$ cat config.mk
export PLATFORM = sky130hd
export DESIGN_NAME = isr_exec
export DESIGN_NICKNAME = d
export VERILOG_FILES = /design/src/design/isr_pkg.sv /design/src/design/isr_addr_gen.sv /design/src/design/isr_ret_seq.sv /design/src/design/isr_exec.sv
export SDC_FILE = /design/constraint.sdc
export NUM_CORES = 1
export LEC_CHECK = 0
export BUFFER_PORTS_ARGS = -buffer_cell sky130_fd_sc_hd__buf_4
export CAP_MARGIN = 30
export CORE_ASPECT_RATIO = 1.75
export CORE_UTILIZATION = 48
export DETAILED_ROUTE_END_ITERATION = 10
export PLACE_DENSITY = 0.74
export SYNTH_ARGS = -nofsm -noshare
export SYNTH_HDL_FRONTEND = slang
export SYNTH_SLANG_ARGS = --single-unit
$ cat constraint.sdc
create_clock -name mclk_in -period 10.9 [get_ports mclk_in]
set_input_delay 2.18 -clock mclk_in [delete_from_list [all_inputs] [get_ports mclk_in]]
set_output_delay 2.18 -clock mclk_in [all_outputs]
set_load 0.01 [all_outputs]
$ cat src/design/isr_pkg.sv
// Purpose: Shared constants and types for the indirect store and return executor.
// Assumes: One instruction is offered per cycle by the decode stage.
// Notes: What this block does is listed below.
// What this block does
// - Indirect store writes accumulator to address held in selected pointer; flags untouched.
// - Two-bit mode: 00 pre-inc, 01 pre-dec, 10 post-inc, 11 post-dec.
// - Pre modes address pointer plus/minus one; post modes use old pointer, then adjust.
// - Relative form addresses pointer plus signed offset -32..31; pointer stays.
// - Pointers span 0000h to FFFFh and wrap modulo 16 bits.
// - Pointer increment or decrement never changes any status flag.
// - No-operation is one word, one cycle, and changes nothing.
// - Option load copies accumulator into option register, no flag change.
// - Software reset requests device reset and clears the reset-instruction flag.
// - Return from interrupt pops stack into PC, sets enable bit 7; two cycles.
// - Return from subroutine pops stack into PC over two cycles; enables untouched.
package isr_pkg;

  // ------------------------------------------------------------------
  // Widths and reset values
  // ------------------------------------------------------------------
  localparam int PTR_W = 16;
  localparam int DATA_W = 8;
  localparam int OFS_W = 6;
  localparam int NUM_PTR = 2;
  localparam logic [15:0] PTR_RST = 16'h0000;
  localparam logic [7:0] OPTION_RST = 8'hFF;
  localparam logic [15:0] PC_RST = 16'h0000;
  localparam logic [15:0] PTR_ONE = 16'h0001;
  localparam int GIE_BIT = 7;
  localparam int NOP_CYCLES = 1;
  localparam int RET_CYCLES = 2;

  // ------------------------------------------------------------------
  // Operation and mode codes
  // ------------------------------------------------------------------
  typedef enum logic [2:0] {
    ISR_OP_NOP = 3'h0,
    ISR_OP_STORE_MODE = 3'h1,
    ISR_OP_STORE_REL = 3'h2,
    ISR_OP_OPTION_LD = 3'h3,
    ISR_OP_SW_RESET = 3'h4,
    ISR_OP_RET_IRQ = 3'h5,
    ISR_OP_RET_SUB = 3'h6
  } isr_op_e;

  typedef enum logic [1:0] {
    ISR_MODE_PRE_INC = 2'h0,
    ISR_MODE_PRE_DEC = 2'h1,
    ISR_MODE_POST_INC = 2'h2,
    ISR_MODE_POST_DEC = 2'h3
  } isr_mode_e;

  typedef enum logic [1:0] {
    ISR_RET_IDLE = 2'b00,
    ISR_RET_POP = 2'b01,
    ISR_RET_FILL = 2'b10
  } isr_ret_state_e;

endpackage : isr_pkg

$ cat src/design/isr_addr_gen.sv
// Purpose: Effective address and next pointer value for the indirect store.
// Assumes: Pure combinational; the caller registers the results.
// Notes: All arithmetic is 16 bits so carries fall off the top.
`timescale 1ns/1ps
module isr_addr_gen (
  input wire logic [15:0] ptr_in,
  input wire logic [1:0] mode_in,
  input wire logic rel_in,
  input wire logic [5:0] offset_in,
  output logic [15:0] addr_out,
  output logic [15:0] ptr_next_out
);

  // ------------------------------------------------------------------
  // Address and update selection
  // ------------------------------------------------------------------
  logic [15:0] inc_v;
  logic [15:0] dec_v;
  logic [15:0] ofs_v;

  // Wrap is free: the sum is cut back to 16 bits on purpose
  assign inc_v = 16'(ptr_in + isr_pkg::PTR_ONE);
  assign dec_v = 16'(ptr_in - isr_pkg::PTR_ONE);
  assign ofs_v = 16'(ptr_in + {{10{offset_in[5]}}, offset_in});

  // Mode decides whether the move sees the old or adjusted pointer
  always_comb begin
    addr_out = ptr_in;
    ptr_next_out = ptr_in;
    if (rel_in) begin
      addr_out = ofs_v;
    end else begin
      case (isr_pkg::isr_mode_e'(mode_in))
        isr_pkg::ISR_MODE_PRE_INC: begin
          addr_out = inc_v;
          ptr_next_out = inc_v;
        end
        isr_pkg::ISR_MODE_PRE_DEC: begin
          addr_out = dec_v;
          ptr_next_out = dec_v;
        end
        isr_pkg::ISR_MODE_POST_INC: begin
          ptr_next_out = inc_v;
        end
        default: begin
          ptr_next_out = dec_v;
        end
      endcase
    end
  end

endmodule : isr_addr_gen

$ cat src/design/isr_ret_seq.sv
// Purpose: Two-cycle sequencer for the stack returns.
// Assumes: start_in is only raised while busy_out is low.
// Notes: The second cycle is a dead slot while fetch refills.
`timescale 1ns/1ps
module isr_ret_seq (
  input wire logic mclk_in,
  input wire logic rst_n_in,
  input wire logic start_in,
  output logic pop_out,
  output logic busy_out
);

  // ------------------------------------------------------------------
  // State machine
  // ------------------------------------------------------------------
  isr_pkg::isr_ret_state_e state_r;
  isr_pkg::isr_ret_state_e state_nxt;
  logic pop_nxt;
  logic busy_nxt;

  // Pop in the first slot, then hold busy through the refill slot
  always_comb begin
    state_nxt = state_r;
    case (state_r)
      isr_pkg::ISR_RET_IDLE: begin
        if (start_in) begin
          state_nxt = isr_pkg::ISR_RET_POP;
        end
      end
      isr_pkg::ISR_RET_POP: begin
        state_nxt = isr_pkg::ISR_RET_FILL;
      end
      default: begin
        state_nxt = isr_pkg::ISR_RET_IDLE;
      end
    endcase
    pop_nxt = (state_nxt == isr_pkg::ISR_RET_POP);
    busy_nxt = (state_nxt != isr_pkg::ISR_RET_IDLE);
  end

  // Registers only
  always_ff @(posedge mclk_in) begin
    if (!rst_n_in) begin
      state_r <= isr_pkg::ISR_RET_IDLE;
      pop_out <= 1'b0;
      busy_out <= 1'b0;
    end else begin
      state_r <= state_nxt;
      pop_out <= pop_nxt;
      busy_out <= busy_nxt;
    end
  end

endmodule : isr_ret_seq

$ cat src/design/isr_exec.sv
// Purpose: Executes indirect store, no-op, option load, soft reset and returns.
// Assumes: Decode presents one operation with op_valid_in; inputs are synchronous.
// Notes: Pointer registers live here; memory, stack and PC are outside.
`timescale 1ns/1ps
module isr_exec (
  input wire logic mclk_in,
  input wire logic rst_n_in,
  input wire logic op_valid_in,
  input wire logic [2:0] op_code_in,
  input wire logic [1:0] pointer_update_mode_in,
  input wire logic ptr_sel_in,
  input wire logic [5:0] offset_in,
  input wire logic [7:0] acc_in,
  input wire logic [15:0] stack_top_entry_in,
  input wire logic ptr_wr_in,
  input wire logic ptr_wr_sel_in,
  input wire logic [15:0] ptr_wr_data_in,
  input wire logic gie_clear_in,
  input wire logic ri_flag_set_in,
  output logic op_ready_out,
  output logic mem_we_out,
  output logic [15:0] mem_addr_out,
  output logic [7:0] mem_data_out,
  output logic [15:0] pointer_register0_out,
  output logic [15:0] pointer_register1_out,
  output logic [7:0] option_reg_out,
  output logic dev_reset_out,
  output logic reset_instruction_flag_n_out,
  output logic global_irq_enable_out,
  output logic stack_pop_out,
  output logic pc_load_out,
  output logic [15:0] pc_out
);

  // ------------------------------------------------------------------
  // Decode of the offered operation
  // ------------------------------------------------------------------
  logic busy;
  logic take;
  logic is_store;
  logic is_rel;
  logic is_ret;
  logic [15:0] sel_ptr;
  logic [15:0] eff_addr;
  logic [15:0] ptr_upd;
  isr_pkg::isr_op_e op;

  assign op = isr_pkg::isr_op_e'(op_code_in);
  // A return in flight blocks new operations until its refill slot ends
  assign take = op_valid_in && !busy;
  assign is_rel = (op == isr_pkg::ISR_OP_STORE_REL);
  assign is_store = take && ((op == isr_pkg::ISR_OP_STORE_MODE) || is_rel);
  assign is_ret = take && ((op == isr_pkg::ISR_OP_RET_IRQ) || (op == isr_pkg::ISR_OP_RET_SUB));
  assign sel_ptr = ptr_sel_in ? pointer_register1_out : pointer_register0_out;

  isr_addr_gen u_addr (
    .ptr_in(sel_ptr),
    .mode_in(pointer_update_mode_in),
    .rel_in(is_rel),
    .offset_in(offset_in),
    .addr_out(eff_addr),
    .ptr_next_out(ptr_upd)
  );

  isr_ret_seq u_ret (
    .mclk_in(mclk_in),
    .rst_n_in(rst_n_in),
    .start_in(is_ret),
    .pop_out(stack_pop_out),
    .busy_out(busy)
  );

  // ------------------------------------------------------------------
  // Pointer registers
  // ------------------------------------------------------------------
  logic [15:0] ptr_r [isr_pkg::NUM_PTR];
  logic [15:0] ptr_nxt [isr_pkg::NUM_PTR];

  genvar gi;
  generate
    for (gi = 0; gi < isr_pkg::NUM_PTR; gi++) begin : g_ptr
      // Store update wins over a software write in the same cycle
      always_comb begin
        ptr_nxt[gi] = ptr_r[gi];
        if (ptr_wr_in && (ptr_wr_sel_in == 1'(gi))) begin
          ptr_nxt[gi] = ptr_wr_data_in;
        end
        if (is_store && (ptr_sel_in == 1'(gi))) begin
          ptr_nxt[gi] = ptr_upd;
        end
      end

      always_ff @(posedge mclk_in) begin
        if (!rst_n_in) begin
          ptr_r[gi] <= isr_pkg::PTR_RST;
        end else begin
          ptr_r[gi] <= ptr_nxt[gi];
        end
      end
    end
  endgenerate

  assign pointer_register0_out = ptr_r[0];
  assign pointer_register1_out = ptr_r[1];

  // ------------------------------------------------------------------
  // Store port, option, flags and return outputs
  // ------------------------------------------------------------------
  logic mem_we_nxt;
  logic [15:0] mem_addr_nxt;
  logic [7:0] mem_data_nxt;
  logic [7:0] option_nxt;
  logic dev_reset_nxt;
  logic ri_n_nxt;
  logic gie_nxt;
  logic pc_load_nxt;
  logic [15:0] pc_nxt;
  logic ready_nxt;

  // No status flag output exists: none of these operations touches flags
  always_comb begin
    mem_we_nxt = 1'b0;
    mem_addr_nxt = mem_addr_out;
    mem_data_nxt = mem_data_out;
    option_nxt = option_reg_out;
    dev_reset_nxt = 1'b0;
    ri_n_nxt = reset_instruction_flag_n_out;
    gie_nxt = global_irq_enable_out;
    pc_load_nxt = 1'b0;
    pc_nxt = pc_out;
    if (gie_clear_in) begin
      gie_nxt = 1'b0;
    end
    if (ri_flag_set_in) begin
      ri_n_nxt = 1'b1;
    end
    if (take) begin
      case (op)
        isr_pkg::ISR_OP_STORE_MODE, isr_pkg::ISR_OP_STORE_REL: begin
          mem_we_nxt = 1'b1;
          mem_addr_nxt = eff_addr;
          mem_data_nxt = acc_in;
        end
        isr_pkg::ISR_OP_OPTION_LD: begin
          option_nxt = acc_in;
        end
        isr_pkg::ISR_OP_SW_RESET: begin
          dev_reset_nxt = 1'b1;
          ri_n_nxt = 1'b0; // Instruction wins over a set request
        end
        isr_pkg::ISR_OP_RET_IRQ: begin
          pc_load_nxt = 1'b1;
          pc_nxt = stack_top_entry_in;
          gie_nxt = 1'b1; // Return re-enable wins over a clear
        end
        isr_pkg::ISR_OP_RET_SUB: begin
          pc_load_nxt = 1'b1;
          pc_nxt = stack_top_entry_in;
        end
        default: begin
          mem_we_nxt = 1'b0;
        end
      endcase
    end
    ready_nxt = !(is_ret || (busy && stack_pop_out));
  end

  // Register stage for every block output except the pointer registers and stack_pop_out
  always_ff @(posedge mclk_in) begin
    if (!rst_n_in) begin
      mem_we_out <= 1'b0;
      mem_addr_out <= isr_pkg::PTR_RST;
      mem_data_out <= 8'h00;
      option_reg_out <= isr_pkg::OPTION_RST;
      dev_reset_out <= 1'b0;
      reset_instruction_flag_n_out <= 1'b1;
      global_irq_enable_out <= 1'b0;
      pc_load_out <= 1'b0;
      pc_out <= isr_pkg::PC_RST;
      op_ready_out <= 1'b1;
    end else begin
      mem_we_out <= mem_we_nxt;
      mem_addr_out <= mem_addr_nxt;
      mem_data_out <= mem_data_nxt;
      option_reg_out <= option_nxt;
      dev_reset_out <= dev_reset_nxt;
      reset_instruction_flag_n_out <= ri_n_nxt;
      global_irq_enable_out <= gie_nxt;
      pc_load_out <= pc_load_nxt;
      pc_out <= pc_nxt;
      op_ready_out <= ready_nxt;
    end
  end
endmodule : isr_exec

---- Yosys cells after proc, flatten, opt, wreduce, memory -nomap -nowiden ----
Memories as Yosys holds them, arrays and structs flattened.
Index checks and enable logic that the tools add are counted.
Widths: inputs -> output; s select.
cells by class
  bitwise gates (word level) .............. 4
  equal/unequal tests ..................... 10
  muxes and demuxes ....................... 24
  reductions and logical operators ........ 23
  $add $sub $neg .......................... 3
operator list
  kind                   count
  $mux 16                10
  $pmux 16 s2            1
  $add 16x1->16 const B  1
  $add 16x16->16         1
  $sub 16x1->16 const B  1
  $mux 1                 11
  $eq 3x3->1 const B     3
  $logic_and 1x1->1      8
  $reduce_and 2->1       4
  $eq 2x1->1 const B     3
  $eq 3x2->1 const B     2
  $reduce_or 2->1        3
  $logic_not 2->1        2
  $pmux 2 s2             1
  $eq 3x1->1 const B     1
  $logic_or 1x1->1       3
  $eq 2x2->1 const B     1
  $logic_not 1->1        2
  $mux 2                 1
  $not 1->1              2
  $or 1x1->1             2
  $reduce_bool 2->1      1
storage, ports and cells
  input port bits ......................... 59
  memory bits (writable) .................. 32
  register bits after elaboration ......... 58
  output and inout port bits .............. 87
  logic and storage cells ................. 78
  memories ................................ 1
memories
  name   words  bits a word  rd ports  clocked after memory_dff  write ports  line            source
  ptr_r  2      16           2         0                         2            isr_exec.sv:76  logic [15:0] ptr_r [isr_pkg::NUM_PTR];

---- Logic depth before layout (Yosys ltp) ----
  depth after elaboration ................. 6
  depth in mapped cells ................... 14

---- Cells and area by module ----
From an unflattened synthesis, not the netlist that was laid out.
second synthesis, totals
  cells, all modules ...................... 730
  area total of the unflattened synthesis .. 5,813.1 sq um
modules (own cells, without submodules)
  module        times used  sequential area each (sq um)  area each (sq um)  cells an instance
  isr_exec      1           1,721.7                       3,950.0            456
  isr_addr_gen  1           0.0                           1,736.7            265
  isr_ret_seq   1           80.1                          126.4              9

---- Least setup slack after synthesis ----
No wires, ideal clock.
  path kind ............................... input-to-reg
  start ................................... input port ptr_sel_in
  end ..................................... register mem_addr_out[15]
  buffers on the path ..................... 3
  path slack .............................. 5.902 ns
  data arrival time ....................... 4.873 ns
  setup time .............................. 0.125 ns
  cell stages on the path ................. 13
  required time ........................... 10.775 ns
  cells stage by stage .................... buf_6 > clkbuf_1 > clkbuf_1 > mux2i_1 > inv_1 > ha_1 > a2111oi_0 > o21ai_0 > a31oi_1 > a21oi_1 > xnor2_1 > a32oi_1 > o21ai_0
between the ends
  cells in the longest elaborated chain, start to end .. 4
  elaborated cells on any way between the ends .. 6
RTL lines
  element                                                line                                    source
  start: declaration                                     isr_exec.sv:11                          input wire logic ptr_sel_in,
  $mux 16 (*)                                            isr_exec.sv:54                          assign sel_ptr = ptr_sel_in ? pointer_register1_out : pointer_register0_out;
  $sub 16x1->16 / $add 16x1->16 (equally long branches)  isr_addr_gen.sv:23, isr_addr_gen.sv:22
  $pmux 16 s2                                            isr_addr_gen.sv:33                      case (isr_pkg::isr_mode_e'(mode_in))
  $mux 16 (*)                                            isr_addr_gen.sv:30                      if (rel_in) begin
  end signal: assignment                                 isr_exec.sv:172                         mem_addr_out <= isr_pkg::PTR_RST;
  end signal: assignment                                 isr_exec.sv:183                         mem_addr_out <= mem_addr_nxt;
  end: declaration                                       isr_exec.sv:22                          output logic [15:0] mem_addr_out,
Every way passes the cells marked *; elsewhere a longest branch is shown, timed or not.
A chain may end at the register's enable or synchronous reset.

---- Final worst setup path ----
  start ................................... input port ptr_sel_in
  end ..................................... register mem_addr_out[12]
The elaborated chain is that of the path after synthesis.

==> parameters.txt <==
Parameter                              Value

Status
  Outcome    finished, final reports clean

Timing
  Highest Clock Rate    200 MHz
  Final worst path period share    0.460
  Accumulated negative setup slack    0 ps
  Final critical-path setup slack    5890 ps
  Unrepaired setup endpoints after global routing    no
  Pins over their slew limit    0
  Measured slew at the worst slew-check pin    956 ps
  Clk_skew    7.56 ps
  Relative max-transition margin    0.360
  Total setup violations reported at the end of the flow    0
  Final worst path period need    5010 ps
  Final-report hold violation count    0

Final layout
  Final standard cell area without fillers    6820 um^2
  Share of cells above drive strength 1    0.249
  Number of diodes    0
  Fillcell total    989
  Area growth syn-to-layout    27.4%
  Nets    854

Clock network
  Clk pin slew, worst setup/hold paths    70 ps
  # hold bufs at CTS    0
  Insertion delay of the later-clocked pin in the worst-skew pair    340 ps
  H-tree level count    3
  CTS max path bufs    2
  TritonCTS clock tree    built
  Total setup buffers inserted after CTS    0
  TritonCTS buffer count    9
  CTS resizes    0
  Clock root buffer    sky130_fd_sc_hd__clkbuf_16
  Number of sinks driven by the clock tree    90

Floorplanning
  Overall die width    81.8 um
  Row count    50
  Number of I/O pins    146
  Height of the chip    142 um
  Core Footprint    10800 um^2
  Starting utilization of the core area    0.497
  Floorplan die area    11600 um^2

Placed design
  Post-Place Worst Slack    5600 ps
  Total half-perimeter wirelength after legalization and detailed placement    11.9 mm
  Routability-driven placement congestion ratio    0.952
  IO Port Bufs    145
  Post-detailed-placement cell area    6520 um^2

Synth
  Average cell area after synthesis    8.22 um^2
  Number of enable-type register cells in the synthesized netlist    0
  Post-synthesis net count    728
  Share of the synthesized area in the top cell type    0.337
  Cell variety after synth    64
  Share of the yosys chip area belonging to registers    0.337
  Synth Cell Area    5350 um^2
  Count of state elements after synthesis    90
  Warnings, synthesis    0
  Largest area contributor in the netlist    sky130_fd_sc_hd__dfxtp_1
  Count of mapped cells out of synthesis    651
  Share of synthesized flip-flops with an asynchronous set or reset    0
  Cell types with the largest area share after synthesis    sky130_fd_sc_hd__dfxtp_1 (34%), sky130_fd_sc_hd__mux2i_1 (7.3%), sky130_fd_sc_hd__xnor2_1 (5.4%)
  Most used flip-flop cell after synthesis    sky130_fd_sc_hd__dfxtp_1

Power and ir drop
  Cell internal pwr    625 uW
  Logic pwr share    0.239
  Proportion of power drawn by the clock network    0.355
  Net switching power figure    267 uW
  Leakage power figure    0.00304 uW
  VDD IR max    124 uV
  Switching portion of total power    0.299
  Relative contribution of sequential cells to total power    0.406
  Power per unit of standard cell area    131 nW/um^2
  Total Power    892 uW

Flow run
  MaxCap Viol Count    0

Detailed routing
  Via-to-Cell Ratio    5.83
  Total Wirelength    15.5 mm
  Detailed Routing Iterations Pass 1    5
  Average wire per standard cell    17.0 um
  Total via count after detailed routing    5315
  DRT iter0 DRCs    207
  Final antenna-violating net count    0
  DRC errors left    0

Setup path
  Worst EP required    11160 ps
  Worst setup path category    in -> reg
  Critical path peak fanout    45
  Worst Setup End Kind    flop
  Critical path data arrival time    5270 ps
  Worst Setup Start Kind    primary input

Global route
  Vias in the first global route    5163
  First-pass GRT wire length    24.8 mm
  Global-route usage over all layers    0.274
  Total grt overflow    0
  Pin count of the biggest net entering global routing    46
  Initial antenna violation count    0

Worst hold path
  Class of the most critical hold timing path    reg -> reg
## final timing paths
kind / startpoint / end / slack (ps) / cells past startpoint
worst max-delay path: ptr_sel_in / mem_addr_out[12]$_SDFFE_PN0P_ / 5890 / 13
worst min-delay path: u_ret.state_r[0]$_SDFF_PN0_ / u_ret.state_r[0]$_SDFF_PN0_ / 450 / 1
worst max register to register: ptr_r[1][0]$_SDFFE_PN0P_ / mem_addr_out[12]$_SDFFE_PN0P_ / 7860 / 12
worst min register to register: u_ret.state_r[0]$_SDFF_PN0_ / u_ret.state_r[0]$_SDFF_PN0_ / 450 / 1
## synthesized netlist by cell type, types with 5 or more instances
library cell               instances
sky130_fd_sc_hd__nand3_1          26
sky130_fd_sc_hd__nor2_1           60
sky130_fd_sc_hd__ha_1             17
sky130_fd_sc_hd__a21o_1            5
sky130_fd_sc_hd__mux2i_1          39
sky130_fd_sc_hd__inv_1            19
sky130_fd_sc_hd__nor4_1            6
sky130_fd_sc_hd__a211oi_1         12
sky130_fd_sc_hd__nand2_1          69
sky130_fd_sc_hd__o21bai_1          5
sky130_fd_sc_hd__o21ai_0          43
sky130_fd_sc_hd__nand2b_1          9
sky130_fd_sc_hd__nor3_1            6
sky130_fd_sc_hd__xnor2_1          33
sky130_fd_sc_hd__nor2b_1           7
sky130_fd_sc_hd__a21oi_1          53
sky130_fd_sc_hd__mux2_2           19
sky130_fd_sc_hd__a31oi_1           5
sky130_fd_sc_hd__a311oi_1          8
sky130_fd_sc_hd__clkbuf_1         31
sky130_fd_sc_hd__or3_1             7
sky130_fd_sc_hd__dfxtp_1          90
sky130_fd_sc_hd__xor2_1            9
## layout by cell type (no fill, tap or decap), types with 3 or more instances in the layout
cell type / count
sky130_fd_sc_hd__buf_4: 150
sky130_fd_sc_hd__dfxtp_1: 90
sky130_fd_sc_hd__nand2_1: 69
sky130_fd_sc_hd__nor2_1: 59
sky130_fd_sc_hd__a21oi_1: 53
sky130_fd_sc_hd__o21ai_0: 43
sky130_fd_sc_hd__mux2i_1: 39
sky130_fd_sc_hd__xnor2_1: 33
sky130_fd_sc_hd__nand3_1: 26
sky130_fd_sc_hd__inv_1: 19
sky130_fd_sc_hd__mux2_2: 19
sky130_fd_sc_hd__ha_1: 17
sky130_fd_sc_hd__a211oi_1: 12
sky130_fd_sc_hd__nand2b_1: 9
sky130_fd_sc_hd__xor2_1: 9
sky130_fd_sc_hd__clkbuf_16: 9
sky130_fd_sc_hd__a311oi_1: 8
sky130_fd_sc_hd__or3_1: 7
sky130_fd_sc_hd__nor4_1: 6
sky130_fd_sc_hd__nor3_1: 6
sky130_fd_sc_hd__nor2b_1: 6
sky130_fd_sc_hd__a21o_1: 5
sky130_fd_sc_hd__a31oi_1: 5
sky130_fd_sc_hd__o21bai_1: 5
sky130_fd_sc_hd__nand4_1: 4
sky130_fd_sc_hd__nor4b_1: 4
sky130_fd_sc_hd__or2_2: 4
sky130_fd_sc_hd__a32oi_1: 4
sky130_fd_sc_hd__inv_6: 4
sky130_fd_sc_hd__o221ai_1: 3
sky130_fd_sc_hd__and2_1: 3
sky130_fd_sc_hd__and3_1: 3
## critical path, cell delays in order
cell and delay (ps):
sky130_fd_sc_hd__buf_4 390, sky130_fd_sc_hd__mux2i_1 490, sky130_fd_sc_hd__inv_1 190, sky130_fd_sc_hd__ha_1 260, sky130_fd_sc_hd__inv_1 70, sky130_fd_sc_hd__fa_1 210
sky130_fd_sc_hd__nor2b_1 70, sky130_fd_sc_hd__o31a_1 300, sky130_fd_sc_hd__o211a_1 270, sky130_fd_sc_hd__o21ai_0 310, sky130_fd_sc_hd__mux2i_1 230, sky130_fd_sc_hd__nor4_1 70
sky130_fd_sc_hd__a311oi_1 210
## logic make-up after synthesis
logic type               after synthesis  share of synthesized area
multiplexers                          58                      0.113
AND/OR/NAND/NOR                      224                      0.204
flip-flops                            90                      0.337
AO/OA/AOI/OAI                        164                      0.194
adder cells (fa/ha/maj)               18                     0.0435
XOR/XNOR                              42                     0.0687
buffers and inverters                 55                     0.0402
## per-stage QoR
stage               hold slack (ps)  cells   util
finish                          449    912  0.634
global placement                423    895  0.604
detailed placement              437    896  0.606
CTS                             446    912  0.634
floorplan                       416    651      -
global route                    485    912  0.634
## power by group through the flow
stage | Combinational (uW) | Sequential [uW] | Clock [uW]
final | 213 | 362 | 317
after global routing | 234 | 364 | 336
after CTS | 212 | 362 | 323
after detailed placement | 211 | 369 | 0
after global placement | 206 | 369 | 0
after floorplan | 128 | 373 | 0
## metal layers
metal | GRT usage | part of all wire | wire length [um] | vias to the layer above
met1 | 0.321 | 0.40 | 6130 | 2531
met4 | 0.0970 | 0.014 | 210 | 0
met3 | 0.0463 | 0.049 | 760 | 20
li1 | - | - | - | 2595
met5 | 0 | 0 | 0 | -
met2 | 0.486 | 0.54 | 8410 | 169
## sequential cells by signal (all words and copies together), names as in the netlist
signal / cells
mem_addr_out: 16
pc_load_out: 1
ptr_r: 32
mem_we_out: 1
reset_instruction_flag_n_out: 1
dev_reset_out: 1
pc_out: 16
u_ret.state_r: 2
option_reg_out: 8
u_ret.pop_out: 1
mem_data_out: 8
op_ready_out: 1
global_irq_enable_out: 1
u_ret.busy_out: 1
## cell type report
class                           count  area [um^2]  area share
Multi-Input combinational cell    506         3340       0.490
Sequential cell                    90         1800       0.264
Timing Repair Buffer              151         1140       0.167
Clock buffer                       10          229      0.0336
Tap cell                          130          163      0.0239
Clock inverter                      6         72.6      0.0106
Inverter                           19         71.3      0.0105
No activity file was read; power rests on OpenSTA's default activity.
